File: config.mk
export PLATFORM = sky130hd
export DESIGN_NAME = dsk_host_ctrl
export DESIGN_NICKNAME = d
export VERILOG_FILES = /design/src/dsk_pkg.sv /design/src/dsk_fifo.sv /design/src/dsk_host_ctrl.sv
export SDC_FILE = /design/constraint.sdc
export NUM_CORES = 1
export LEC_CHECK = 0
export ABC_AREA = 1
export BUFFER_PORTS_ARGS = -buffer_cell sky130_fd_sc_hd__buf_2
export CORE_MARGIN = 4
export CORE_UTILIZATION = 47
export CTS_CLUSTER_SIZE = 10
export DETAILED_ROUTE_END_ITERATION = 6
export HOLD_SLACK_MARGIN = 0.08
export MAX_ROUTING_LAYER = met4
export SLEW_MARGIN = 30
export SYNTH_ARGS = -nofsm -noshare
export SYNTH_HDL_FRONTEND = slang
export SYNTH_SLANG_ARGS = --single-unit
export TNS_END_PERCENT = 20
File: constraint.sdc
create_clock -name sys_clk_in -period 5 [get_ports sys_clk_in]
set_input_delay 0.25 -clock sys_clk_in [delete_from_list [all_inputs] [get_ports sys_clk_in]]
set_output_delay 0.25 -clock sys_clk_in [all_outputs]
set_load 0.01 [all_outputs]
File: src/dsk_pkg.sv
`default_nettype none
package dsk_pkg;

   // ************************************************************
   // Clock and timing
   // ************************************************************
   localparam int CLK_MHZ     = 250;
   localparam int STEP_PULSE_NS = 1000;
   localparam int STEP_GAP_US = 3000;
   localparam int BIT_CELL_NS = 2000;
   localparam int WD_PULSE_NS = 250;

   // Least times: round up to whole cycles, never below one
   function automatic int ns_to_cyc(input int ns);
      int c;
      c = (ns * CLK_MHZ + 999) / 1000;
      return (c < 1) ? 1 : c;
   endfunction

   localparam int STEP_PULSE_CYC   = ns_to_cyc(STEP_PULSE_NS);
   localparam int BIT_CELL_CYC     = ns_to_cyc(BIT_CELL_NS);
   localparam int WD_PULSE_CYC     = ns_to_cyc(WD_PULSE_NS);
   localparam int STEP_GAP_CYC_DEF = STEP_GAP_US * CLK_MHZ;

   // ************************************************************
   // Bus and buffer
   // ************************************************************
   localparam int DATA_W     = 32;
   localparam int FIFO_DEPTH = 16;

   // ************************************************************
   // Register offsets (low address byte)
   // ************************************************************
   localparam logic [7:0] REG_CTRL  = 8'h00;
   localparam logic [7:0] REG_STEP  = 8'h04;
   localparam logic [7:0] REG_STAT  = 8'h08;
   localparam logic [7:0] REG_WDATA = 8'h0C;
   localparam logic [7:0] REG_RDATA = 8'h10;

   // ************************************************************
   // Control fields
   // ************************************************************
   localparam int CTRL_SEL   = 0;
   localparam int CTRL_MOTOR = 1;
   localparam int CTRL_OUTER = 2;
   localparam int CTRL_HEAD1 = 3;
   localparam int CTRL_HD144 = 4;
   localparam int CTRL_EJECT = 5;
   localparam int CTRL_WRITE = 6;
   localparam int CTRL_READ  = 7;
   localparam logic [7:0] CTRL_RST = 8'h00;

   // ************************************************************
   // Status fields
   // ************************************************************
   localparam int STAT_OUTER  = 0;
   localparam int STAT_WPROT  = 1;
   localparam int STAT_HD     = 2;
   localparam int STAT_DCHG   = 3;
   localparam int STAT_STEPB  = 4;
   localparam int STAT_WRBUSY = 5;
   localparam int STAT_RVALID = 6;
   localparam int STAT_FULL   = 7;
   localparam int STAT_EMPTY  = 8;
   localparam int STAT_EJPEND = 9;
   localparam int STAT_IDXCNT = 16;

   typedef enum logic [2:0] {
      STEP_IDLE  = 3'b001,
      STEP_PULSE = 3'b010,
      STEP_GAP   = 3'b100
   } dsk_step_t;

endpackage : dsk_pkg
`default_nettype wire

File: src/dsk_fifo.sv
`default_nettype none
module dsk_fifo #(
   parameter int unsigned WIDTH = 32,          // word width
   parameter int unsigned DEPTH = 16           // words, power of two
) (
   input  wire logic             sys_clk_in,    // system clock
   input  wire logic             arst_n_in,     // async reset, low
   input  wire logic             in_valid_in,   // push request
   output logic                  in_ready_out,  // room for a word
   input  wire logic [WIDTH-1:0] in_data_in,    // pushed word
   output logic                  out_valid_out, // word available
   input  wire logic             out_ready_in,  // pop request
   output logic      [WIDTH-1:0] out_data_out   // head word
);
   localparam int AW = $clog2(DEPTH);

   typedef struct packed {
      logic [DEPTH-1:0][WIDTH-1:0] mem;
      logic [AW:0]                 wp;
      logic [AW:0]                 rp;
   } dsk_fifo_state_t;

   dsk_fifo_state_t q;
   dsk_fifo_state_t d;
   logic [AW:0]     count;

   // Extra pointer bit tells full from empty
   assign count         = q.wp - q.rp;
   assign in_ready_out  = (count != (AW+1)'(DEPTH));
   assign out_valid_out = (count != '0);
   assign out_data_out  = q.mem[q.rp[AW-1:0]];

   always_comb begin
      d = q;
      if (in_valid_in && in_ready_out) begin
         d.mem[q.wp[AW-1:0]] = in_data_in;
         d.wp = q.wp + 1'b1;
      end
      if (out_ready_in && out_valid_out) begin
         d.rp = q.rp + 1'b1;
      end
   end

   always_ff @(posedge sys_clk_in or negedge arst_n_in) begin
      if (!arst_n_in) begin
         q <= '0;
      end else begin
         q <= d;
      end
   end
endmodule : dsk_fifo
`default_nettype wire

File: src/dsk_host_ctrl.sv
// Summary of operation
// - Host selects the unit first; drive answers only while selected. The host drives eject_n_out without waiting for select.
// - Seek sense high moves outward, low inward; drive obeys it.
// - Host puts serial write data out only while write gate is low.
// - Media change flag low after change; cleared by a step pulse to a selected drive with a disk in.
`default_nettype none
module dsk_host_ctrl #(
   parameter int unsigned STEP_GAP_CYC = dsk_pkg::STEP_GAP_CYC_DEF // gap
) (
   input  wire logic                       sys_clk_in,  // 250 MHz clock
   input  wire logic                       arst_n_in,   // async reset, low
   input  wire logic                       hsel_in,     // AHB select
   input  wire logic [31:0]                haddr_in,    // AHB address
   input  wire logic [1:0]                 htrans_in,   // AHB transfer
   input  wire logic                       hwrite_in,   // AHB write
   input  wire logic [2:0]                 hsize_in,    // AHB size
   input  wire logic [dsk_pkg::DATA_W-1:0] hwdata_in,   // AHB write data
   input  wire logic                       hready_in,   // AHB bus ready
   output logic                            hreadyout_out, // AHB ready
   output logic                            hresp_out,   // AHB response
   output logic      [dsk_pkg::DATA_W-1:0] hrdata_out,  // AHB read data
   output logic                            drive_sel_n_out,  // unit select
   output logic                            motor_on_n_out,   // spindle on
   output logic                            direction_out,    // 1 = outward
   output logic                            step_n_out,       // head move
   output logic                            write_gate_n_out, // write enable
   output logic                            write_data_n_out, // write pulses
   output logic                            head_sel_out,     // 0 = head 1
   output logic                            density_mode_out, // 1 = 1.44 MB
   output logic                            eject_n_out,      // eject request
   input  wire logic                       index_n_in,       // rotation mark
   input  wire logic                       outer_track_n_in, // cylinder zero
   input  wire logic                       write_prot_n_in,  // protected
   input  wire logic                       high_density_n_in, // HD media
   input  wire logic                       read_data_n_in,   // read pulses
   input  wire logic                       disk_change_n_in  // media changed
);
   import dsk_pkg::*;

   // ************************************************************
   // State
   // ************************************************************
   typedef struct packed {
      logic [7:0]  ctrl;
      logic        ph_valid;
      logic        ph_write;
      logic [7:0]  ph_addr;
      logic [31:0] hrdata;
      dsk_step_t   step_st;
      logic [19:0] step_cnt;
      logic        step_req;
      logic        dir;
      logic [8:0]  cell_cnt;
      logic        writing;
      logic [31:0] wshift;
      logic [5:0]  wbits;
      logic [6:0]  wd_cnt;
      logic        rd_prev;
      logic        rseen;
      logic [31:0] rshift;
      logic [4:0]  rbits;
      logic [31:0] rword;
      logic        rvalid;
      logic        idx_prev;
      logic [15:0] idx_count;
   } dsk_state_t;

   localparam dsk_state_t ST_RST = '{
      ctrl: CTRL_RST, step_st: STEP_IDLE, rd_prev: 1'b1,
      idx_prev: 1'b1, default: '0};

   dsk_state_t  q;
   dsk_state_t  d;
   logic        acc;
   logic        wdata_ph;
   logic        rdy;
   logic        cell_tick;
   logic        wr_ok;
   logic        rd_on;
   logic        rd_fall;
   logic        fifo_in_ready;
   logic        fifo_out_valid;
   logic        fifo_out_ready;
   logic [31:0] fifo_out_data;
   logic [31:0] stat_word;

   assign acc       = hsel_in && htrans_in[1] && hready_in;
   assign wdata_ph  = q.ph_valid && q.ph_write && (q.ph_addr == REG_WDATA);
   // Full buffer stalls the bus until the serialiser drains a word
   assign rdy       = !(wdata_ph && !fifo_in_ready);
   assign cell_tick = (q.cell_cnt == 9'(BIT_CELL_CYC - 1));
   // Writing needs select, write mode and an unprotected disk
   assign wr_ok     = q.ctrl[CTRL_SEL] && q.ctrl[CTRL_WRITE]
                      && write_prot_n_in;
   assign rd_on     = q.ctrl[CTRL_SEL] && q.ctrl[CTRL_READ]
                      && !q.writing;
   assign rd_fall   = q.rd_prev && !read_data_n_in;
   assign fifo_out_ready = wr_ok && cell_tick && (q.wbits == '0);

   // Status is only trusted from a selected drive
   always_comb begin
      stat_word = '0;
      stat_word[STAT_OUTER]  = q.ctrl[CTRL_SEL] && !outer_track_n_in;
      stat_word[STAT_WPROT]  = q.ctrl[CTRL_SEL] && !write_prot_n_in;
      stat_word[STAT_HD]     = q.ctrl[CTRL_SEL] && !high_density_n_in;
      stat_word[STAT_DCHG]   = q.ctrl[CTRL_SEL] && !disk_change_n_in;
      stat_word[STAT_STEPB]  = (q.step_st != STEP_IDLE) || q.step_req;
      stat_word[STAT_WRBUSY] = q.writing;
      stat_word[STAT_RVALID] = q.rvalid;
      stat_word[STAT_FULL]   = !fifo_in_ready;
      stat_word[STAT_EMPTY]  = !fifo_out_valid;
      stat_word[STAT_EJPEND] = q.ctrl[CTRL_EJECT] && q.writing;
      stat_word[STAT_IDXCNT +: 16] = q.idx_count;
   end

   // ************************************************************
   // Next state
   // ************************************************************
   always_comb begin
      logic wbit;
      wbit = 1'b0;
      d = q;

      // Bus slave: data phase writes, address phase reads
      if (q.ph_valid && q.ph_write && rdy) begin
         case (q.ph_addr)
            REG_CTRL: d.ctrl     = hwdata_in[7:0];
            default:  ;
         endcase
      end
      if (rdy) begin
         d.ph_valid = acc;
         d.ph_write = hwrite_in;
         d.ph_addr  = haddr_in[7:0];
      end
      if (acc && !hwrite_in) begin
         case (haddr_in[7:0])
            REG_CTRL:  d.hrdata = {24'h00_0000, q.ctrl};
            REG_STAT:  d.hrdata = stat_word;
            REG_RDATA: d.hrdata = q.rword;
            default:   d.hrdata = 32'h0000_0000;
         endcase
         if (haddr_in[7:0] == REG_RDATA) begin
            d.rvalid = 1'b0;
         end
      end

      // Head move sequencer; sense latched for the whole move
      case (q.step_st)
         STEP_IDLE: begin
            d.dir = q.ctrl[CTRL_OUTER];
            if (q.step_req && q.ctrl[CTRL_SEL]) begin
               d.step_req = 1'b0;
               d.step_st  = STEP_PULSE;
               d.step_cnt = 20'(STEP_PULSE_CYC - 1);
            end
         end
         STEP_PULSE: begin
            if (q.step_cnt == '0) begin
               d.step_st  = STEP_GAP;
               d.step_cnt = 20'(STEP_GAP_CYC - 1);
            end else begin
               d.step_cnt = q.step_cnt - 1'b1;
            end
         end
         STEP_GAP: begin
            if (q.step_cnt == '0) begin
               d.step_st = STEP_IDLE;
            end else begin
               d.step_cnt = q.step_cnt - 1'b1;
            end
         end
         default: d.step_st = STEP_IDLE;
      endcase
      if (q.ph_valid && q.ph_write && rdy && (q.ph_addr == REG_STEP)) begin
         d.step_req = 1'b1;
      end

      // Bit cell divider shared by writer and reader
      d.cell_cnt = cell_tick ? 9'h000 : q.cell_cnt + 1'b1;

      // Serial writer, MSB first, one pulse per set bit
      if (q.wd_cnt != '0) begin
         d.wd_cnt = q.wd_cnt - 1'b1;
      end
      if (!wr_ok) begin
         d.writing = 1'b0;
         d.wbits   = '0;
         d.wd_cnt  = '0;
      end else if (cell_tick) begin
         if (q.wbits != '0) begin
            wbit      = q.wshift[31];
            d.wshift  = {q.wshift[30:0], 1'b0};
            d.wbits   = q.wbits - 1'b1;
            d.writing = 1'b1;
         end else if (fifo_out_valid) begin
            wbit      = fifo_out_data[31];
            d.wshift  = {fifo_out_data[30:0], 1'b0};
            d.wbits   = 6'd31;
            d.writing = 1'b1;
         end else begin
            d.writing = 1'b0;
         end
         if (wbit) begin
            d.wd_cnt = 7'(WD_PULSE_CYC);
         end
      end

      // Serial reader: a pulse inside a cell is a one
      d.rd_prev = read_data_n_in;
      if (!rd_on) begin
         d.rseen = 1'b0;
         d.rbits = '0;
      end else begin
         if (rd_fall) begin
            d.rseen = 1'b1;
         end
         if (cell_tick) begin
            d.rshift = {q.rshift[30:0], q.rseen || rd_fall};
            d.rseen  = 1'b0;
            d.rbits  = q.rbits + 1'b1;
            if (q.rbits == 5'd31) begin
               d.rword  = {q.rshift[30:0], q.rseen || rd_fall};
               d.rvalid = 1'b1;
            end
         end
      end

      // Revolutions seen on the rotation marker
      d.idx_prev = index_n_in;
      if (q.idx_prev && !index_n_in && q.ctrl[CTRL_SEL]) begin
         d.idx_count = q.idx_count + 1'b1;
      end
   end

   always_ff @(posedge sys_clk_in or negedge arst_n_in) begin
      if (!arst_n_in) begin
         q <= ST_RST;
      end else begin
         q <= d;
      end
   end

   // ************************************************************
   // Write buffer
   // ************************************************************
   dsk_fifo #(
      .WIDTH (DATA_W),
      .DEPTH (FIFO_DEPTH)
   ) dsk_fifo_inst (
      .sys_clk_in    (sys_clk_in),
      .arst_n_in     (arst_n_in),
      .in_valid_in   (wdata_ph),
      .in_ready_out  (fifo_in_ready),
      .in_data_in    (hwdata_in),
      .out_valid_out (fifo_out_valid),
      .out_ready_in  (fifo_out_ready),
      .out_data_out  (fifo_out_data)
   );

   // ************************************************************
   // Outputs
   // ************************************************************
   assign hreadyout_out    = rdy;
   assign hresp_out        = 1'b0;
   assign hrdata_out       = q.hrdata;
   assign drive_sel_n_out  = !q.ctrl[CTRL_SEL];
   assign motor_on_n_out   = !(q.ctrl[CTRL_SEL] && q.ctrl[CTRL_MOTOR]);
   assign direction_out    = q.dir;
   assign step_n_out       = (q.step_st != STEP_PULSE);
   assign write_gate_n_out = !(q.writing && q.ctrl[CTRL_SEL]);
   assign write_data_n_out = !((q.wd_cnt != '0) && q.writing
                               && q.ctrl[CTRL_SEL]);
   assign head_sel_out     = !q.ctrl[CTRL_HEAD1];
   assign density_mode_out = q.ctrl[CTRL_HD144];
   // Eject held back while a write runs
   assign eject_n_out      = !(q.ctrl[CTRL_EJECT] && !q.writing);

   // ************************************************************
   // Checks
   // ************************************************************
   localparam int STEP_W_M1 = STEP_PULSE_CYC - 1;
   localparam int WD_W_M1   = WD_PULSE_CYC - 1;
endmodule : dsk_host_ctrl
`default_nettype wire

==> insert_results.sql, run 1 <==
INSERT INTO impl_metrics (metric_group, metric, value, unit) VALUES
('outcome', 'run_status', 'complete, no violations', ''),
('finish', 'n_antenna_cell', '0', ''),
('route', 'drt_first_iter_violations', '2081', ''),
('route', 'wirelength', '89.1', 'mm'),
('route', 'route.detailed.vias_per_inst', '5.33', ''),
('logic_synthesis', 'syn_area', '34600', 'µm²'),
('place', 'postPlaceCellArea', '35000', 'µm²'),
('logic_synthesis', 'synth-edff-count', '0', ''),
('worst_setup_path', 'cp_num_buf_inv', '3', ''),
('sta', 'max-slew-margin-rel', '36.5', '%'),
('place', 'dp.final_hpwl', '48.1', 'mm'),
('worst_setup_path', 'worst_setup_path_end_kind', 'flop', ''),
('worst_setup_path', 'cp_top_family', 'simple AND/OR/NAND/NOR gates', ''),
('clock_network', 'cts_tree', 'done', ''),
('global_route', 'gr-usage-all-layers', '23.7', '%'),
('finish', 'layout.core_utilization', '51.7', '%'),
('clock_network', 'ctsRootBufferMaster', 'sky130_fd_sc_hd__clkbuf_16', ''),
('worst_setup_path', 'critical_path_start_end_classification', 'reg2reg', ''),
('logic_synthesis', 'synthesis.instances', '4136', ''),
('sta', 'final-max-slew-violation-count', '0', ''),
('sta', 'worst_clock_skew', '0.0178', 'ns'),
('worst_setup_path', 'critical_path.max_stage_delay', '0.75', 'ns'),
('logic_synthesis', 'synth_xor_xnor_area_share', '0.961', '%'),
('pwr', 'ir_worst_vdd', '0.251', 'mV'),
('floorplanning', 'die-area', '78100', 'µm²'),
('worst_setup_path', 'cp_common_cell', 'sky130_fd_sc_hd__nand2_1', ''),
('logic_synthesis', 'dominantRegCellSynth', 'sky130_fd_sc_hd__dfrtp_1', ''),
('floorplanning', 'design.portCount', '123', ''),
('pwr', 'power_total', '12.2', 'mW'),
('sta', 'setup_tns', '0', 'ns'),
('logic_synthesis', 'ys_seq_area_share', '53.4', '%'),
('route', 'routed_wire_length_per_instance', '17.6', 'µm'),
('clock_network', 'cts-htree-levels', '3', ''),
('logic_synthesis', 'register_bit_total_from_synthesis', '739', ''),
('sta', 'post-route-period-util', '68.9', '%'),
('pwr', 'p_per_area', '324', 'nW/µm²'),
('flow_run', 'drv_cap', '0', ''),
('clock_network', 'cts_setup_buffers', '0', ''),
('route', 'num_vias', '26982', ''),
('logic_synthesis', 'synth_fa_ha_area_share', '0.686', '%'),
('sta', 'endpoints_failing_setup', '0', ''),
('worst_setup_path', 'worstPathArrival', '3.92', 'ns'),
('clock_network', 'cts_max_path_buffers', '3', ''),
('clock_network', 'number_of_clock_buffers_inserted_by_tritoncts', '85', ''),
('global_route', 'grt_max_degree', '177', ''),
('worst_setup_path', 'crit_required', '5.47', 'ns'),
('sta', 'setup_repair_after_global_routing_missed_its_margin', 'false', ''),
('logic_synthesis', 'yosys_warnings', '0', ''),
('worst_setup_path', 'worstPathMaxFanout', '38', ''),
('global_route', 'grt-ovfl-total', '0', ''),
('logic_synthesis', 'synth.mux.area_fraction', '0.0650', '%'),
('place', 'port_buffers', '93', ''),
('global_route', 'initial_antenna_violation_count', '0', ''),
('clock_network', 'clock_sink_count', '739', ''),
('logic_synthesis', 'synth_nets', '4235', ''),
('sta', 'worstMarginPinSlew', '0.947', 'ns'),
('place', 'place_congestion', '0.821', ''),
('logic_synthesis', 'async_set_or_reset_flop_fraction_in_the_synthesized_netlist', '100', '%'),
('logic_synthesis', 'synth_simple_gate_area_share', '21.4', '%'),
('floorplanning', 'die_w', '279', 'µm'),
('floorplanning', 'num_rows', '99', ''),
('route', 'dr.pass1.iters', '5', ''),
('global_route', 'first_global_vias', '25921', ''),
('global_route', 'wire_length_of_the_first_global_routing_pass', '145', 'mm'),
('floorplanning', 'floorplan.die.height', '279', 'µm'),
('logic_synthesis', 'share_of_the_synthesized_area_in_compound_gates_ao_oa_aoi_oai', '16.2', '%'),
('logic_synthesis', 'post_synth_num_cell_types', '47', ''),
('hold_path', 'min_path_type', 'in2reg', ''),
('worst_setup_path', 'worstPathCellList', 'clkinv_2 > ha_1 > nand2_1 > nand2_1 > nand2_1 > nand3_1 > nand2_1 > inv_2 > nand2_2 > nand3_4 > buf_12 > nand2_1 > o21ai_1', ''),
('finish', 'nets', '4177', ''),
('pwr', 'total_leakage_power', '18.0', 'nW');
area by class of cell:
| class | count | area (µm²) |
|---|---|---|
| timing repair buffer | 160 | 1350 |
| fill | 7038 | 35300 |
| multi-input combinational | 2915 | 13600 |
| tap | 959 | 1200 |
| clock buffer | 111 | 2300 |
| inverter | 177 | 671 |
| sequential | 739 | 18500 |
| clock inverter | 6 | 62.6 |
kinds of logic (layout without fill, tap and decap cells):
| kind of cell | Yosys count | after routing |
|---|---|---|
| muxes | 2 | 2 |
| AOI/OAI and AO/OA | 1042 | 1042 |
| xor gates and xnor gates | 38 | 38 |
| adders and majority gates | 19 | 19 |
| DFF | 739 | 739 |
| buffers and inverters | 482 | 454 |
| other | 1 | 1 |
| and+or+nand+nor | 1813 | 1813 |
metrics by stage:
stage                     instances  worst slack [ns]  hold WS, ns
final                          5067              1.55        0.144
after global routing           5067              1.30        0.153
after CTS                      5061              1.44        0.122
after detailed placement       4926              1.47        0.328
after global placement         4919              1.47        0.330
after floorplan                4136              2.42      -0.0456
flip-flops by register name, indices dropped and copies added, names as in the netlist:
register,cells
density_mode_out,1
direction_out,1
dsk_fifo_inst.q,522
hrdata_out,32
q,183
synth_stat cells, drive strengths merged (19+ instances only):
library cell / n / area, µm²
o21ai: 920 / 4790
inv: 174 / 653
xor2: 33 / 289
nor2: 522 / 1980
or2: 35 / 221
a21oi: 48 / 244
o211ai: 63 / 473
buf: 207 / 1500
nand2: 1063 / 4000
nand3: 154 / 968
clkbuf: 98 / 368
dfrtp: 736 / 18400
ha: 19 / 238
path summary, 6_finish.rpt:
path | start | endpoint | slack [ns] | cells after the start
worst max-delay path | dsk_fifo_inst.q[1] | dsk_fifo_inst.q[352] | 1.55 | 13
min in group asynchronous | arst_n_in | q[159] | 0.26 | 2
max in group asynchronous | arst_n_in | dsk_fifo_inst.q[246] | 3.43 | 3
worst max register to register | dsk_fifo_inst.q[1] | dsk_fifo_inst.q[352] | 1.55 | 13
worst min-delay path | hwdata_in[12] | dsk_fifo_inst.q[438] | 0.14 | 3
worst min register to register | q[135] | q[135] | 0.45 | 1
what timing repair did:
| item | in CTS | in global routing |
|---|---|---|
| hold endpoints to repair | 103 | 0 |
| hold buffers | 18 | 0 |
| resized for setup | 0 | 0 |
tightest hold or removal path: cells and delay by family:
family,cells,cell delay [ns]
buffers and inverters,2,0.28
AO/OA/AOI/OAI,1,0.19
cells in the final DEF, fill, tap and decap left out, types with 3 or more instances in the layout:
cell type and instances:
sky130_fd_sc_hd__xnor2_1 5, sky130_fd_sc_hd__nand4_1 11, sky130_fd_sc_hd__buf_2 92, sky130_fd_sc_hd__or2_2 33, sky130_fd_sc_hd__inv_1 162, sky130_fd_sc_hd__o21ai_0 325
sky130_fd_sc_hd__clkbuf_8 3, sky130_fd_sc_hd__nor2_2 4, sky130_fd_sc_hd__nor3_1 16, sky130_fd_sc_hd__a22o_1 4, sky130_fd_sc_hd__dfrtp_1 733, sky130_fd_sc_hd__o22ai_1 3
sky130_fd_sc_hd__nand3_4 16, sky130_fd_sc_hd__dfstp_2 3, sky130_fd_sc_hd__a21oi_1 47, sky130_fd_sc_hd__xor2_1 33, sky130_fd_sc_hd__dlygate4sd3_1 18, sky130_fd_sc_hd__nand2_1 1061
sky130_fd_sc_hd__ha_1 19, sky130_fd_sc_hd__nor2_1 516, sky130_fd_sc_hd__buf_4 23, sky130_fd_sc_hd__o21ai_2 50, sky130_fd_sc_hd__clkbuf_1 21, sky130_fd_sc_hd__inv_2 11
sky130_fd_sc_hd__nand3_1 137, sky130_fd_sc_hd__clkbuf_16 87, sky130_fd_sc_hd__o21ai_1 545, sky130_fd_sc_hd__nand3b_1 6, sky130_fd_sc_hd__o211ai_1 63, sky130_fd_sc_hd__buf_12 24
sky130_fd_sc_hd__inv_6 3
layer usage:
metal | vias up | global-route usage (%) | routed length, µm
met5 | - | - | 0
met4 | 0 | 5.20 | 1820
met3 | 133 | 3.04 | 3760
met2 | 548 | 37.0 | 40400
met1 | 12945 | 33.5 | 43100
li1 | 13356 | - | -
where the power goes:
part           internal (mW)  switching (mW)  leakage [nW]
clock                   3.17            2.34          1.15
combinational          0.160           0.430          9.30
sequential              6.06          0.0640          7.55
Power figures use the tool's default switching activity.
==> run 2: changes to the inputs <==
PLACE_DENSITY = 0.66   (was not set)
clock period = 2.85 ns   (was 5 ns; I/O delays follow)
==> insert_results.sql, run 2 (synthesized netlist as in run 1, its figures left out) <==
INSERT INTO impl_metrics (metric_group, metric, value, unit) VALUES
('outcome', 'run_status', 'complete, no violations', ''),
('route', 'ant_nets', '0', ''),
('sta', 'worstMarginPinSlew', '0.923', 'ns'),
('sta', 'fmax', '381', 'MHz'),
('floorplanning', 'design.portCount', '123', ''),
('worst_setup_path', 'worstPathMaxFanout', '10', ''),
('route', 'route.detailed.vias_per_inst', '5.37', ''),
('finish', 'n_antenna_cell', '0', ''),
('pwr', 'ir_worst_vdd', '0.507', 'mV'),
('route', 'wirelength', '88.7', 'mm'),
('pwr', 'combinationalPowerShare', '4.9', '%'),
('route', 'num_vias', '27586', ''),
('worst_setup_path', 'timing.critical_path.from_type', 'flop', ''),
('flow_run', 'drv_cap', '0', ''),
('sta', 'timing_hold_violations_final', '0', ''),
('clock_network', 'path_clk_slew', '0.05', 'ns'),
('sta', 'setup_tns', '0', 'ns'),
('clock_network', 'number_of_clock_buffers_inserted_by_tritoncts', '86', ''),
('floorplanning', 'die_w', '279', 'µm'),
('worst_setup_path', 'worst_setup_path_end_kind', 'output port', ''),
('pwr', 'intPower', '16.9', 'mW'),
('sta', 'endpoints_failing_setup', '0', ''),
('floorplanning', 'die-area', '78100', 'µm²'),
('sta', 'post-route-period-util', '92.0', '%'),
('floorplanning', 'num_rows', '99', ''),
('global_route', 'gr-usage-all-layers', '23.5', '%'),
('floorplanning', 'floorplan.die.height', '279', 'µm'),
('finish', 'nets', '4239', ''),
('pwr', 'total_leakage_power', '18.5', 'nW'),
('place', 'place_congestion', '0.845', ''),
('clock_network', 'clock_sink_count', '739', ''),
('route', 'dr.pass1.iters', '7', ''),
('finish', 'layout-drive-gt1-share', '9.94', '%'),
('place', 'dp.cells', '4971', ''),
('global_route', 'initial_antenna_violation_count', '1', ''),
('global_route', 'grt-ovfl-total', '0', ''),
('hold_path', 'min_path_type', 'in2reg', ''),
('place', 'port_buffers', '93', ''),
('clock_network', 'cts_max_path_buffers', '3', ''),
('floorplanning', 'initial_utilization', '47.5', '%'),
('finish', 'layout_common_cells', 'sky130_fd_sc_hd__nand2_1, sky130_fd_sc_hd__dfrtp_1, sky130_fd_sc_hd__o21ai_1, sky130_fd_sc_hd__nor2_1, sky130_fd_sc_hd__o21ai_0', ''),
('clock_network', 'cts-htree-levels', '3', ''),
('worst_setup_path', 'regToRegStartpoint', 'dsk_fifo_inst.q[1]', ''),
('finish', 'commonest_non_fill_non_tap_cell_in_the_layout', 'sky130_fd_sc_hd__nand2_1', ''),
('route', 'drt_first_iter_violations', '2130', ''),
('place', 'dp.final_hpwl', '50.8', 'mm'),
('global_route', 'wire_length_of_the_first_global_routing_pass', '145', 'mm'),
('sta', 'worst_clock_skew', '0.0379', 'ns'),
('sta', 'period_needed', '2.62', 'ns'),
('pwr', 'netSwitchingPower', '5.09', 'mW'),
('finish', 'fillCellCount', '6777', ''),
('worst_setup_path', 'crit_required', '2.71', 'ns'),
('sta', 'max-slew-margin-rel', '38.5', '%'),
('route', 'routed_wire_length_per_instance', '17.3', 'µm'),
('pwr', 'power_frac_seq', '49.0', '%'),
('worst_setup_path', 'critical_path_start_end_classification', 'reg2out', ''),
('worst_setup_path', 'worstPathArrival', '2.48', 'ns'),
('clock_network', 'clk-insertion-delay-late', '0.65', 'ns'),
('global_route', 'first_global_vias', '26370', ''),
('sta', 'final-max-slew-violation-count', '0', ''),
('clock_network', 'ctsRootBufferMaster', 'sky130_fd_sc_hd__clkbuf_16', ''),
('pwr', 'power_switching_share', '23.2', '%'),
('pwr', 'power_frac_clock', '46.1', '%'),
('worst_setup_path', 'critPathLaunch', 'dsk_fifo_inst.q[1]', ''),
('finish', 'area.growth.synth_to_final', '11.5', '%'),
('global_route', 'grt_max_degree', '177', ''),
('route', 'route.detailed.drc', '0', ''),
('finish', 'largest-register', 'dsk_fifo_inst.q', ''),
('finish', 'layoutNonFillerInstCount', '5134', ''),
('clock_network', 'cts_tree', 'done', ''),
('sta', 'timing.hold.ws', '0.0860', 'ns'),
('finish', 'largest_register_ffs', '522', ''),
('pwr', 'p_per_area', '568', 'nW/µm²'),
('floorplanning', 'fp.coreArea', '73000', 'µm²'),
('sta', 'setup_repair_after_global_routing_missed_its_margin', 'false', ''),
('hold_path', 'hold_path_startpoint', 'hwdata_in[27]', '');
==> run 2: cell types whose count changed in the layout (fill, tap and decap cells not counted), sizes merged <==
cell / change
buf: +39
bufinv: +2
clkbuf: +7
clkinv: -1
clkinvlp: -1
dlygate4sd3: +21
==> run 2: timing repair <==
action,4_1_cts,5_1_grt
hold buffers,39,0
gates resized for setup,0,1
setup endpoints to repair,0,1
setup buffers,0,0
hold endpoints to repair,497,0
==> run 2: critical path, cell delays in order (launching register included) <==
cell	delay [ns]
sky130_fd_sc_hd__dfrtp_4	0.43
sky130_fd_sc_hd__clkinv_2	0.06
sky130_fd_sc_hd__ha_1	0.32
sky130_fd_sc_hd__nand2_1	0.09
sky130_fd_sc_hd__nand2_1	0.07
sky130_fd_sc_hd__nand2_1	0.07
sky130_fd_sc_hd__nand3_1	0.07
sky130_fd_sc_hd__nand2_1	0.12
sky130_fd_sc_hd__inv_2	0.04
sky130_fd_sc_hd__nand2_2	0.11
sky130_fd_sc_hd__buf_12	0.18
sky130_fd_sc_hd__inv_1	0.07
sky130_fd_sc_hd__nand2_1	0.06
sky130_fd_sc_hd__buf_2	0.14
==> run 2: metrics by stage <==
step                      area (µm²)  setup WS [ns]  utilization, %  total power [mW]
after floorplan                34600          0.272               -              11.5
after global placement         35700          0.332            48.9              12.0
after detailed placement       35700          0.302            48.9              12.0
after CTS                      38600          0.198            52.9              22.2
after global routing           38600        0.00234            53.0              22.8
final                          38600          0.228            53.0              21.9
==> run 2: path summary, 6_finish.rpt <==
kind | endpoint | cells after the start | slack, ns
worst max-delay path | hreadyout_out | 13 | 0.23
worst min-delay path | dsk_fifo_inst.q[101] | 3 | 0.09
worst max register to register | dsk_fifo_inst.q[159] | 14 | 0.30
worst min register to register | q[96] | 2 | 0.47
max in group asynchronous | dsk_fifo_inst.q[423] | 3 | 1.63
min in group asynchronous | q[109] | 2 | 0.17
==> run 2: power by group through the flow <==
stage          Sequential [mW]  Clock, mW  Combinational, mW
2_1_floorplan             10.9          0              0.602
3_3_place_gp              10.9          0               1.03
3_5_place_dp              10.9          0               1.04
4_1_cts                   10.7       10.3               1.09
5_1_grt                   10.8       10.8               1.24
6_report                  10.7       10.1               1.08
==> run 2: routing by layer <==
layer	global-route usage [%]	up-vias	share of wire [%]
met1	33.3	13206	47
met3	2.88	157	5.4
met2	36.2	717	45
met4	6.53	0	2.5
li1	-	13506	-
met5	-	-	0
==> run 2: layout make-up <==
cell class	instances	area [µm²]	area share, %
sequential	739	18500	47.9
clock inverter	6	146	0.379
multi-input combinational	2915	13600	35.3
timing repair buffer	221	2130	5.51
inverter	177	671	1.74
tap	959	1200	3.11
clock buffer	117	2360	6.11
